--- src/inc/bsa_pkg.sv ---
`default_nettype none
// ============================================================
// shared constants and types for the bit-sync / gain limit block
package bsa_pkg;

    // ============================================================
    // register addresses on the configuration port
    localparam logic [7:0] BSA_ADDR_BIT_SYNC    = 8'h1a; // bit sync config
    localparam logic [7:0] BSA_ADDR_GAIN_LIMITS = 8'h1b; // agc limits

    // ============================================================
    // reset values
    localparam logic [7:0] BSA_BIT_SYNC_RST    = 8'h6c; // 01 10 1 1 00
    localparam logic [7:0] BSA_GAIN_LIMITS_RST = 8'h03; // goal code 3
    localparam logic [7:0] BSA_RD_UNMAPPED     = 8'h00; // unmapped read

    // ============================================================
    // decode constants
    localparam logic [3:0] BSA_KI_POST_HALVES = 4'h1; // base ki / 2
    localparam logic [2:0] BSA_KP_POST_MULT   = 3'h1; // base kp
    localparam logic [1:0] BSA_SAT_OFF        = 2'h0; // no compensation

    // bit sync config layout, msb first (7:6, 5:4, 3, 2, 1:0)
    typedef struct packed {
        logic [1:0] pre_sync_integral_gain_sel; // ki multiple before sync
        logic [1:0] pre_sync_prop_gain_sel;     // kp multiple before sync
        logic       post_sync_integral_gain_sel; // ki after sync
        logic       post_sync_prop_gain_sel;    // kp after sync
        logic [1:0] rate_offset_saturation;     // data rate offset limit
    } bsa_bit_sync_t;

    // gain limits layout, msb first (7:6, 5:3, 2:0)
    typedef struct packed {
        logic [1:0] digital_gain_ceiling;   // highest digital steps removed
        logic [2:0] front_amp_gain_ceiling; // front amplifier cap code
        logic [2:0] amplitude_goal;         // target amplitude code
    } bsa_gain_limits_t;

    // loop settings handed to the clock recovery loop
    typedef struct packed {
        logic [3:0] integral_halves;  // ki in units of base ki / 2
        logic [2:0] prop_mult;        // kp in units of base kp
        logic       rate_comp_en;     // data rate compensation active
        logic [2:0] rate_limit_32nds; // limit in units of 3.125 percent
    } bsa_loop_gain_t;

    // limits handed to the agc
    typedef struct packed {
        logic [3:0] gain_max_step;       // highest usable digital step
        logic [7:0] front_amp_cut_tenth; // ceiling cut, 0.1 db units
        logic [5:0] amplitude_goal_db;   // target amplitude in db
    } bsa_agc_limits_t;

    // one-hot sync tracking states
    typedef enum logic [1:0] {
        BSA_PRE_SYNC  = 2'b01,
        BSA_POST_SYNC = 2'b10
    } bsa_sync_state_t;

    // rate saturation code to limit in 3.125 percent units
    function automatic logic [2:0] bsa_rate_limit(input logic [1:0] c);
        logic [2:0] r;
        r = 3'h0;
        case (c)
            2'h1: r = 3'h1;
            2'h2: r = 3'h2;
            2'h3: r = 3'h4;
            default: r = 3'h0;
        endcase
        return r;
    endfunction

    // loop gain decode from config and sync phase
    function automatic bsa_loop_gain_t bsa_loop_decode(
        input bsa_bit_sync_t cfg,
        input logic          post
    );
        bsa_loop_gain_t g;
        g.integral_halves  = {1'b0, cfg.pre_sync_integral_gain_sel, 1'b0}
                           + 4'h2;
        g.prop_mult        = {1'b0, cfg.pre_sync_prop_gain_sel} + 3'h1;
        if (post && cfg.post_sync_integral_gain_sel) begin
            g.integral_halves = BSA_KI_POST_HALVES;
        end
        if (post && cfg.post_sync_prop_gain_sel) begin
            g.prop_mult = BSA_KP_POST_MULT;
        end
        g.rate_comp_en     = (cfg.rate_offset_saturation != BSA_SAT_OFF);
        g.rate_limit_32nds = bsa_rate_limit(cfg.rate_offset_saturation);
        return g;
    endfunction

    // front amp ceiling code to cut in tenths of a db
    function automatic logic [7:0] bsa_front_cut(input logic [2:0] c);
        logic [7:0] r;
        r = 8'h00;
        case (c)
            3'h1: r = 8'h1a;  // 2.6 db
            3'h2: r = 8'h3d;  // 6.1 db
            3'h3: r = 8'h4a;  // 7.4 db
            3'h4: r = 8'h5c;  // 9.2 db
            3'h5: r = 8'h73;  // 11.5 db
            3'h6: r = 8'h92;  // 14.6 db
            3'h7: r = 8'hab;  // 17.1 db
            default: r = 8'h00;
        endcase
        return r;
    endfunction

    // amplitude goal code to db
    function automatic logic [5:0] bsa_goal_db(input logic [2:0] c);
        logic [5:0] r;
        r = 6'h18;
        case (c)
            3'h1: r = 6'h1b;  // 27 db
            3'h2: r = 6'h1e;  // 30 db
            3'h3: r = 6'h21;  // 33 db
            3'h4: r = 6'h24;  // 36 db
            3'h5: r = 6'h26;  // 38 db
            3'h6: r = 6'h28;  // 40 db
            3'h7: r = 6'h2a;  // 42 db
            default: r = 6'h18; // 24 db
        endcase
        return r;
    endfunction

endpackage
`default_nettype wire

--- src/logic/bsa_config.sv ---
`timescale 1ns/10ps
`default_nettype none
// Behaviour
// post-sync integral gain: pre value or half base
// post-sync proportional gain: pre value or base
// rate offset saturation off or 3.125/6.25/12.5 percent
// digital gain ceiling removes n highest steps
// front amp ceiling cut per three-bit code
// amplitude goal 24 to 42 db, reset code 3
// pre-sync integral gain one to four times base
// pre-sync proportional gain one to four times base
// post gains on sync, pre again on restart

// ============================================================
// bit sync and agc limit configuration registers
module bsa_config #(
    parameter int GAIN_STEPS = 8 // number of digital gain steps
) (
    input  wire logic                 clk,
    input  wire logic                 sys_rst,
    input  wire logic [7:0]           reg_addr,
    input  wire logic                 reg_wr_en,
    input  wire logic [7:0]           reg_wr_data,
    input  wire logic                 reg_rd_en,
    output logic [7:0]                reg_rd_data,
    input  wire logic                 sync_detected,
    input  wire logic                 rx_restart,
    output logic                      sync_locked,
    output bsa_pkg::bsa_loop_gain_t   loop_gain,
    output bsa_pkg::bsa_agc_limits_t  agc_limits
);

    // ============================================================
    // register file state
    bsa_pkg::bsa_bit_sync_t    bit_sync_config;          // loop config
    bsa_pkg::bsa_bit_sync_t    next_bit_sync_config;     // its next value
    bsa_pkg::bsa_gain_limits_t gain_control_limits;      // agc limits
    bsa_pkg::bsa_gain_limits_t next_gain_control_limits; // its next value
    logic [7:0]                next_reg_rd_data;         // read data next

    // next register values from the configuration port
    always_comb begin
        next_bit_sync_config     = bit_sync_config;
        next_gain_control_limits = gain_control_limits;
        if (reg_wr_en) begin
            // writes to other addresses are ignored
            if (reg_addr == bsa_pkg::BSA_ADDR_BIT_SYNC) begin
                next_bit_sync_config = reg_wr_data;
            end else if (reg_addr == bsa_pkg::BSA_ADDR_GAIN_LIMITS) begin
                next_gain_control_limits = reg_wr_data;
            end
        end
    end

    // registers hold their documented reset values
    always_ff @(posedge clk) begin
        if (sys_rst) begin
            bit_sync_config     <= bsa_pkg::BSA_BIT_SYNC_RST;
            gain_control_limits <= bsa_pkg::BSA_GAIN_LIMITS_RST;
        end else begin
            bit_sync_config     <= next_bit_sync_config;
            gain_control_limits <= next_gain_control_limits;
        end
    end

    // ============================================================
    // read path: registered, one cycle after the strobe
    always_comb begin
        next_reg_rd_data = reg_rd_data;
        if (reg_rd_en) begin
            // unmapped addresses read as zero
            if (reg_addr == bsa_pkg::BSA_ADDR_BIT_SYNC) begin
                next_reg_rd_data = bit_sync_config;
            end else if (reg_addr == bsa_pkg::BSA_ADDR_GAIN_LIMITS) begin
                next_reg_rd_data = gain_control_limits;
            end else begin
                next_reg_rd_data = bsa_pkg::BSA_RD_UNMAPPED;
            end
        end
    end

    // read data register
    always_ff @(posedge clk) begin
        if (sys_rst) begin
            reg_rd_data <= bsa_pkg::BSA_RD_UNMAPPED;
        end else begin
            reg_rd_data <= next_reg_rd_data;
        end
    end

    // ============================================================
    // sync phase tracking
    bsa_pkg::bsa_sync_state_t sync_state;      // pre or post sync
    bsa_pkg::bsa_sync_state_t next_sync_state; // its next value
    logic                     post_active;     // post gains this cycle

    // sync indication wins over a restart in the same cycle
    always_comb begin
        next_sync_state = sync_state;
        unique case (sync_state)
            bsa_pkg::BSA_PRE_SYNC: begin
                if (sync_detected) begin
                    next_sync_state = bsa_pkg::BSA_POST_SYNC;
                end
            end
            bsa_pkg::BSA_POST_SYNC: begin
                if (rx_restart && !sync_detected) begin
                    next_sync_state = bsa_pkg::BSA_PRE_SYNC;
                end
            end
            default: begin
                next_sync_state = bsa_pkg::BSA_PRE_SYNC;
            end
        endcase
        // selection follows the indication in its own cycle
        post_active = sync_detected
                   || ((sync_state == bsa_pkg::BSA_POST_SYNC)
                       && !rx_restart);
    end

    // state register, pre sync after reset
    always_ff @(posedge clk) begin
        if (sys_rst) begin
            sync_state <= bsa_pkg::BSA_PRE_SYNC;
        end else begin
            sync_state <= next_sync_state;
        end
    end

    // status: post sync gains in force
    assign sync_locked = (sync_state == bsa_pkg::BSA_POST_SYNC);

    // ============================================================
    // clock recovery loop settings
    bsa_gain_sel u_gain_sel (
        .clk         (clk),
        .sys_rst     (sys_rst),
        .cfg         (bit_sync_config),
        .post_active (post_active),
        .loop_gain   (loop_gain)
    );

    // ============================================================
    // agc limit decode
    bsa_pkg::bsa_agc_limits_t next_agc_limits; // decoded limits

    // decode ceilings and target from the limits register
    always_comb begin
        next_agc_limits.gain_max_step = 4'(GAIN_STEPS - 1)
            - {2'h0, gain_control_limits.digital_gain_ceiling};
        next_agc_limits.front_amp_cut_tenth = bsa_pkg::bsa_front_cut(
            gain_control_limits.front_amp_gain_ceiling);
        next_agc_limits.amplitude_goal_db = bsa_pkg::bsa_goal_db(
            gain_control_limits.amplitude_goal);
    end

    // registered limits for the agc
    always_ff @(posedge clk) begin
        if (sys_rst) begin
            agc_limits.gain_max_step       <= 4'(GAIN_STEPS - 1);
            agc_limits.front_amp_cut_tenth <= bsa_pkg::bsa_front_cut(
                bsa_pkg::BSA_GAIN_LIMITS_RST[5:3]);
            agc_limits.amplitude_goal_db   <= bsa_pkg::bsa_goal_db(
                bsa_pkg::BSA_GAIN_LIMITS_RST[2:0]);
        end else begin
            agc_limits <= next_agc_limits;
        end
    end

    // ============================================================
    // checks
    AST_POST_KI_HALF: assert property (
        @(posedge clk) disable iff (sys_rst)
        (sync_detected && bit_sync_config.post_sync_integral_gain_sel)
        |=> (loop_gain.integral_halves == 4'h1))
        else $error("post sync integral gain not half base");

    AST_POST_KP_BASE: assert property (
        @(posedge clk) disable iff (sys_rst)
        (post_active && bit_sync_config.post_sync_prop_gain_sel)
        |=> (loop_gain.prop_mult == 3'h1))
        else $error("post sync proportional gain not base");

    AST_SAT_OFF: assert property (
        @(posedge clk) disable iff (sys_rst)
        (bit_sync_config.rate_offset_saturation == 2'h0)
        |=> !loop_gain.rate_comp_en)
        else $error("rate compensation active with saturation off");

    AST_SAT_MAX: assert property (
        @(posedge clk) disable iff (sys_rst)
        (bit_sync_config.rate_offset_saturation == 2'h3)
        |=> (loop_gain.rate_comp_en && loop_gain.rate_limit_32nds == 3'h4))
        else $error("rate limit not 12.5 percent");

    AST_DIG_CEIL: assert property (
        @(posedge clk) disable iff (sys_rst)
        (reg_wr_en && reg_addr == bsa_pkg::BSA_ADDR_GAIN_LIMITS
         && reg_wr_data[7:6] == 2'h3)
        |=> ##1 (agc_limits.gain_max_step == 4'(GAIN_STEPS - 4)))
        else $error("three highest digital gain steps not removed");

    AST_FRONT_CUT: assert property (
        @(posedge clk) disable iff (sys_rst)
        (gain_control_limits.front_amp_gain_ceiling == 3'h7)
        |=> (agc_limits.front_amp_cut_tenth == 8'hab))
        else $error("front amp cut not 17.1 db");

    AST_GOAL_RESET: assert property (
        @(posedge clk) disable iff (sys_rst)
        $past(sys_rst) |-> (gain_control_limits.amplitude_goal == 3'h3
                            && agc_limits.amplitude_goal_db == 6'h21))
        else $error("amplitude goal not 33 db after reset");

    AST_PRE_KI: assert property (
        @(posedge clk) disable iff (sys_rst)
        (!post_active && bit_sync_config.pre_sync_integral_gain_sel == 2'h3)
        |=> (loop_gain.integral_halves == 4'h8))
        else $error("pre sync integral gain not four times base");

    AST_PRE_KP: assert property (
        @(posedge clk) disable iff (sys_rst)
        (!post_active && bit_sync_config.pre_sync_prop_gain_sel == 2'h0)
        |=> (loop_gain.prop_mult == 3'h1))
        else $error("pre sync proportional gain not base");

    AST_RESTART: assert property (
        @(posedge clk) disable iff (sys_rst)
        (sync_locked && rx_restart && !sync_detected)
        |=> !sync_locked)
        else $error("restart did not return to pre sync");

    AST_SYNC_LOCK: assert property (
        @(posedge clk) disable iff (sys_rst)
        sync_detected |=> sync_locked)
        else $error("sync indication not tracked");

endmodule
`default_nettype wire

--- src/logic/bsa_gain_sel.sv ---
`timescale 1ns/10ps
`default_nettype none
// ============================================================
// registered clock recovery loop gain selector
module bsa_gain_sel (
    input  wire logic                    clk,
    input  wire logic                    sys_rst,
    input  wire bsa_pkg::bsa_bit_sync_t  cfg,
    input  wire logic                    post_active,
    output bsa_pkg::bsa_loop_gain_t      loop_gain
);

    bsa_pkg::bsa_loop_gain_t next_loop_gain; // decoded settings

    // decode pre or post sync gains and the saturation point
    always_comb begin
        next_loop_gain = bsa_pkg::bsa_loop_decode(cfg, post_active);
    end

    // register so the loop sees glitch-free settings
    always_ff @(posedge clk) begin
        if (sys_rst) begin
            loop_gain <= bsa_pkg::bsa_loop_decode(
                bsa_pkg::BSA_BIT_SYNC_RST, 1'b0);
        end else begin
            loop_gain <= next_loop_gain;
        end
    end

endmodule
`default_nettype wire

--- config.mk ---
export PLATFORM = sky130hd
export DESIGN_NAME = bsa_config
export DESIGN_NICKNAME = d
export VERILOG_FILES = /design/src/inc/bsa_pkg.sv /design/src/logic/bsa_config.sv /design/src/logic/bsa_gain_sel.sv
export SDC_FILE = /design/constraint.sdc
export NUM_CORES = 1
export LEC_CHECK = 0
export BUFFER_PORTS_ARGS = -buffer_cell sky130_fd_sc_hd__buf_2
export CORE_ASPECT_RATIO = 2
export CORE_UTILIZATION = 50
export CTS_CLUSTER_DIAMETER = 200
export DETAILED_ROUTE_END_ITERATION = 10
export PLACE_DENSITY = 0.85
export REMOVE_ABC_BUFFERS = 1
export SYNTH_ARGS = -nofsm -noshare
export SYNTH_HDL_FRONTEND = slang
export SYNTH_SLANG_ARGS = --single-unit
--- constraint.sdc ---
create_clock -name clk -period 1.3 [get_ports clk]
set_input_delay 0.065 -clock clk [delete_from_list [all_inputs] [get_ports clk]]
set_output_delay 0.065 -clock clk [all_outputs]
set_load 0.02 [all_outputs]
---- Word-level counts from Yosys, hierarchy flattened ----
Index checks and enable logic that the tools add are counted.
word-level totals
  register bits ........................... 55
cells by class
  equality and inequality tests ........... 23
  add/subtract/negate cells ............... 3
  muxes and demuxes ....................... 10
  reduce and logical (&&, ||, !) cells .... 13
  bitwise operators ....................... 1
operators by type and width
  kind                                                                      count
  8-bit case mux with 7 select lines                                        1
  6-bit case mux with 7 select lines                                        1
  3-bit == test (second input constant)                                     8
  8-bit by 5-bit == test with 1-bit output (second input constant)          2
  8-bit two-way mux                                                         2
  3-bit by 2-bit == test with 1-bit output (second input constant)          4
  3-bit case mux with 3 select lines                                        1
  2-bit == test (second input constant)                                     3
  3-bit by 1-bit == test with 1-bit output (second input constant)          2
  2-bit two-way mux                                                         3
  3-bit by 2-bit adder with 4-bit output (second input constant)            1
  2-bit by 1-bit == test with 1-bit output (second input constant)          2
  1-bit logical AND                                                         4
  2-bit case mux with 2 select lines                                        1
  2-bit AND reduction                                                       2
  2-bit OR reduction                                                        2
  3-bit by 2-bit subtractor with 4-bit output (first input constant)        1
  2-bit by 1-bit adder with 3-bit output (second input constant)            1
  3-bit two-way mux                                                         1
  3-bit AND reduction                                                       1
  1-bit zero test                                                           2
  2-bit by 1-bit inequality test with 1-bit output (second input constant)  1
  2-bit inequality test (second input constant)                             1
  2-bit nonzero test                                                        1
  2 further kinds                                                           2

---- Depth between registers and ports, before layout ----
  word-level depth ........................ 5
  mapped depth ............................ 5
  depth with buffers taken out ............ 3

---- Modules after synthesis ----
A second synthesis with hierarchy kept.
second synthesis, totals
  cells, all modules ...................... 200
  area total of the unflattened synthesis .. 2049.5 sq um
modules (own cells, without submodules)
  module        cells each  seq. area each (sq um)  times used  area each (sq um)
  bsa_config    171         820.8                   1           1697.9
  bsa_gain_sel  29          220.2                   1           351.6

---- Worst setup path after synthesis ----
Ideal clock, no wire load.
  path kind ............................... register -> register
  from .................................... register sync_state[1]
  to ...................................... register sync_state[0]
  buffers on the path ..................... 0
  data required time ...................... 1186 ps
  period minus slack after synthesis ...... 1142 ps
  slack ................................... 158 ps
  stages on the path, launching flop included .. 4
  data arrival time ....................... 1028 ps
  cell sequence ........................... dfxtp_1 > nor2b_1 > o21ai_0 > a21o_1
between the ends
  cells in the longest elaborated chain, start to end .. 3
  elaborated cells between the ends (all ways) .. 6
  those cells by class .................... eq/ne (4); mux (1); reduce/logical (1)
RTL lines
  item                                                               RTL line           RTL
  start: declaration                                                 bsa_config.sv:93   bsa_pkg::bsa_sync_state_t sync_state;
  start signal: assignment                                           bsa_config.sv:124  sync_state <= bsa_pkg::BSA_PRE_SYNC;
  start signal: assignment                                           bsa_config.sv:126  sync_state <= next_sync_state;
  2-bit == test *                                                    -
  named net sync_locked                                              bsa_config.sv:28   output logic sync_locked,
  2-bit by 1-bit inequality test with 1-bit output (no source line)  -
  2-bit AND reduction (no source line)                               -
Mark *: on every way through the listed nets, which the timed path passes. The rest lies on a longest branch.
A chain may end at the register's enable or synchronous reset.

---- Worst setup path in the final report ----
  from .................................... register sync_state[0]
  to ...................................... register, netlist name u_gain_sel.loop_gain[10]
between the ends
  cells in the longest elaborated chain, start to end .. 5
RTL lines
  item                                 RTL line           RTL
  2-bit == test                        bsa_config.sv:117  || ((sync_state == bsa_pkg::BSA_POST_SYNC)
  1-bit logical AND                    bsa_config.sv:118  && !rx_restart);
  1-bit logical OR                     bsa_config.sv:117
  1-bit logical AND                    bsa_pkg.sv:82      if (post && cfg.post_sync_integral_gain_sel) begin
  2-bit OR reduction (no source line)  -
Every way passes these cells.

==> impl_metrics.yaml <==
sta:
  layout_min_cycle_time_ns: 1.14
  slew_headroom: 0.567
  fmax_mhz: 881
  setup_viol_count_final: 0
  fin_skew_ns: 0.00682
  finalHoldViolations: 0
  worst_slack_ns: 0.165
  post-route-period-util: 0.873
  finalMaxSlewViolations: 0
  grt_setup_unrepaired: "false"
  tightest_slew_ns: 0.650
  fin_setup_tns_ns: 0
yosys:
  ys_warn_count: 0
  synth_cells: 200
  netlist_area_um2: 2030
  ys_seq_area_frac: 0.512
  ys_ff_latch: 52
  ys_types: 29
  synth.avg_cell_area_um2: 10.2
clock_network:
  cts-resized-gates: 0
  clkSlewWorstSetupHoldPaths_ns: 0.09
  cts_num_sinks: 52
  insertion_delay_ns: 0.30
  clockBufferDepth: 2
  cts-buffers-inserted: 5
  holdBufCountCts: 0
  cts_root_buf: "clkbuf_8"
  cts_setup_buffers: 0
  htree_num_levels: 2
  cts_tree: "done"
power:
  seq_power_share: 0.594
  p_switching_mw: 0.591
  swShare: 0.219
  max-vdd-ir-drop_uv: 945
  power_frac_comb: 0.064
  clkPwrFrac: 0.342
  p_per_area_nw_per_um2: 1110
  leakage_nw: 1.19
  intPower_mw: 2.12
route:
  ant_nets: 0
  via_per_inst: 5.14
  drc: 0
  drt_iter0_drc: 11
  dr.pass1.iters: 4
  vias: 1583
  wirelength_um: 3790
  wl_per_cell_um: 12.3
critical_path:
  start_kind: "register"
  cp_num_buf_inv: 0
  path_max_fanout: 4
  end_kind: "register"
  reg2reg_slack_ns: 0.16
  path_class: "reg2reg"
  arrival_ns: 1.34
  cp_slowest_cell: "dfxtp_1"
  critPathMaxStageDelay_ns: 0.33
  path_cells: "nor3b_1 -> o21ai_0 -> and3b_1"
  cp.required_ns: 1.50
  critical-path-top-delay-family: "simple AND/OR/NAND/NOR gates"
global_routing:
  antenna_found_initial: 0
  grt_use_total: 0.190
  grt_pass1_vias: 1407
  grt_overflow: 0
  grt_pass1_wl_um: 6000
  grt_max_degree: 45
layout:
  fin_nets: 280
  syn_to_final_growth_pct: 20.3
  drive_gt1_frac: 0.311
  fillers: 356
  antenna_cells: 0
worst_hold_path:
  hp-class: "in2reg"
place:
  io_buffers: 57
  pre_cts_ws_ns: 0.115
  dp_hpwl_um: 2740
  globalplace.congestion: 0.773
floorplanning:
  die_x_um: 47.1
  die_y_um: 92.2
  start_util: 0.523
  io_pins: 60
  die_area_um2: 4340
  core.rowCount: 32
  core_area_um2: 3880
run_status:
  outcome: "completed"
run:
  maxCapViolCount: 0
stage by stage:
stage                      util  instances  total power, mW  hold slack, ns  instance area, um^2
final                     0.629        308             2.71          0.0183                 2440
after CTS                 0.629        308             2.72          0.0158                 2440
after global routing      0.629        308             2.79          0.0256                 2440
after floorplan               -        186             1.72           0.134                 1960
after detailed placement  0.606        300             1.82           0.344                 2350
after global placement    0.606        300             1.81           0.329                 2350
worst paths after layout:
check,depth (start not counted),from,endpoint
setup / recovery,3,sync_state[0]$_SDFFE_PP1P_,u_gain_sel.loop_gain[10]$_SDFF_PP0_
hold / removal,3,reg_wr_data[2],gain_control_limits[2]$_SDFFE_PP0P_
setup reg to reg,3,sync_state[0]$_SDFFE_PP1P_,u_gain_sel.loop_gain[10]$_SDFF_PP0_
hold reg to reg,1,gain_control_limits[7]$_SDFFE_PP0P_,agc_limits[15]$_SDFF_PP1_
power groups by stage:
stage	clock [mW]	combinational (mW)	sequential, mW
final	0.926	0.174	1.61
after global routing	0.993	0.189	1.61
after CTS	0.941	0.174	1.61
after detailed placement	0	0.174	1.65
after global placement	0	0.170	1.64
after floorplan	0	0.0702	1.65
worst register-to-register path: stages (launching register included):
cell	delay (ns)
dfxtp_1	0.33
nor3b_1	0.25
o21ai_0	0.21
and3b_1	0.24
Yosys cell counts:
master	count	share of area
nor3b_1	1	0.0037
buf_6	1	0.0055
o21bai_1	1	0.0037
nor4b_4	1	0.012
xnor2_1	1	0.0043
a211oi_1	4	0.015
nor2b_1	5	0.015
o21ai_0	4	0.0099
inv_1	5	0.0092
nor3_1	3	0.0074
and2_1	1	0.0031
conb_1	2	0.0037
nand4_4	1	0.010
dfxtp_1	52	0.51
nor2_1	24	0.044
mux2i_1	17	0.084
a21o_1	3	0.011
and3b_1	3	0.013
a21oi_1	11	0.027
buf_2	1	0.0025
buf_1	3	0.0055
nand3b_1	1	0.0037
ha_1	2	0.012
clkbuf_1	6	0.011
buf_4	3	0.011
nand4b_2	1	0.0074
nand4_1	8	0.025
nand2b_1	27	0.083
mux2_2	8	0.044
sequential cells by signal, indices dropped and copies added, names as in the netlist:
name                  count
sync_state                2
gain_control_limits       8
agc_limits               15
reg_rd_data               8
u_gain_sel.loop_gain     11
bit_sync_config           8
cell usage in the layout (no fill, tap or decap):
| master | netlist | final |
|---|---|---|
| and3b_1 | 3 | 3 |
| inv_1 | 5 | 5 |
| xnor2_1 | 1 | 1 |
| mux2i_1 | 17 | 17 |
| mux2_2 | 8 | 8 |
| a211oi_1 | 4 | 4 |
| and2_1 | 1 | 1 |
| nor2_1 | 24 | 24 |
| buf_2 | 1 | 57 |
| o21ai_0 | 4 | 4 |
| conb_1 | 2 | 2 |
| clkbuf_8 | 0 | 6 |
| dfxtp_1 | 52 | 52 |
| nor3b_1 | 1 | 1 |
| ha_1 | 2 | 2 |
| nand3b_1 | 1 | 1 |
| nor2b_1 | 5 | 5 |
| o21bai_1 | 1 | 1 |
| clkbuf_1 | 6 | 2 |
| nand2b_1 | 27 | 27 |
| buf_4 | 3 | 6 |
| a21o_1 | 3 | 3 |
| nand4_1 | 8 | 8 |
| a21oi_1 | 11 | 11 |
| nor4b_4 | 1 | 1 |
| nand4b_2 | 1 | 1 |
| nand4_4 | 1 | 1 |
| nor3_1 | 3 | 3 |
layout make-up:
type | count | area (um^2) | share of cell area
inverter | 5 | 18.8 | 0.00768
multi-input combinational | 129 | 900 | 0.368
tap | 51 | 63.8 | 0.0261
sequential | 52 | 1040 | 0.426
timing repair buffer | 63 | 330 | 0.135
clock buffer | 8 | 90.1 | 0.0369
layer usage:
metal | GRT usage | wire length [um] | vias to the layer above
met5 | 0 | 0 | -
met2 | 0.324 | 2090 | 45
met3 | 0.0571 | 174 | 10
met4 | 0.0952 | 94 | 0
li1 | - | - | 780
met1 | 0.196 | 1430 | 748
kinds of logic (layout without fill, tap and decap cells):
group	count (synthesis)	after routing	synth area share
and+or+nand+nor	76	76	0.228
DFF	52	52	0.512
muxes	25	25	0.128
AOI/OAI and AO/OA	23	23	0.0665
buffers and inverters	19	76	0.0449
adders and majority gates	2	2	0.0123
other	2	2	0.00370
xor gates and xnor gates	1	1	0.00431
Note: power is estimated with default switching activity, not from simulation.
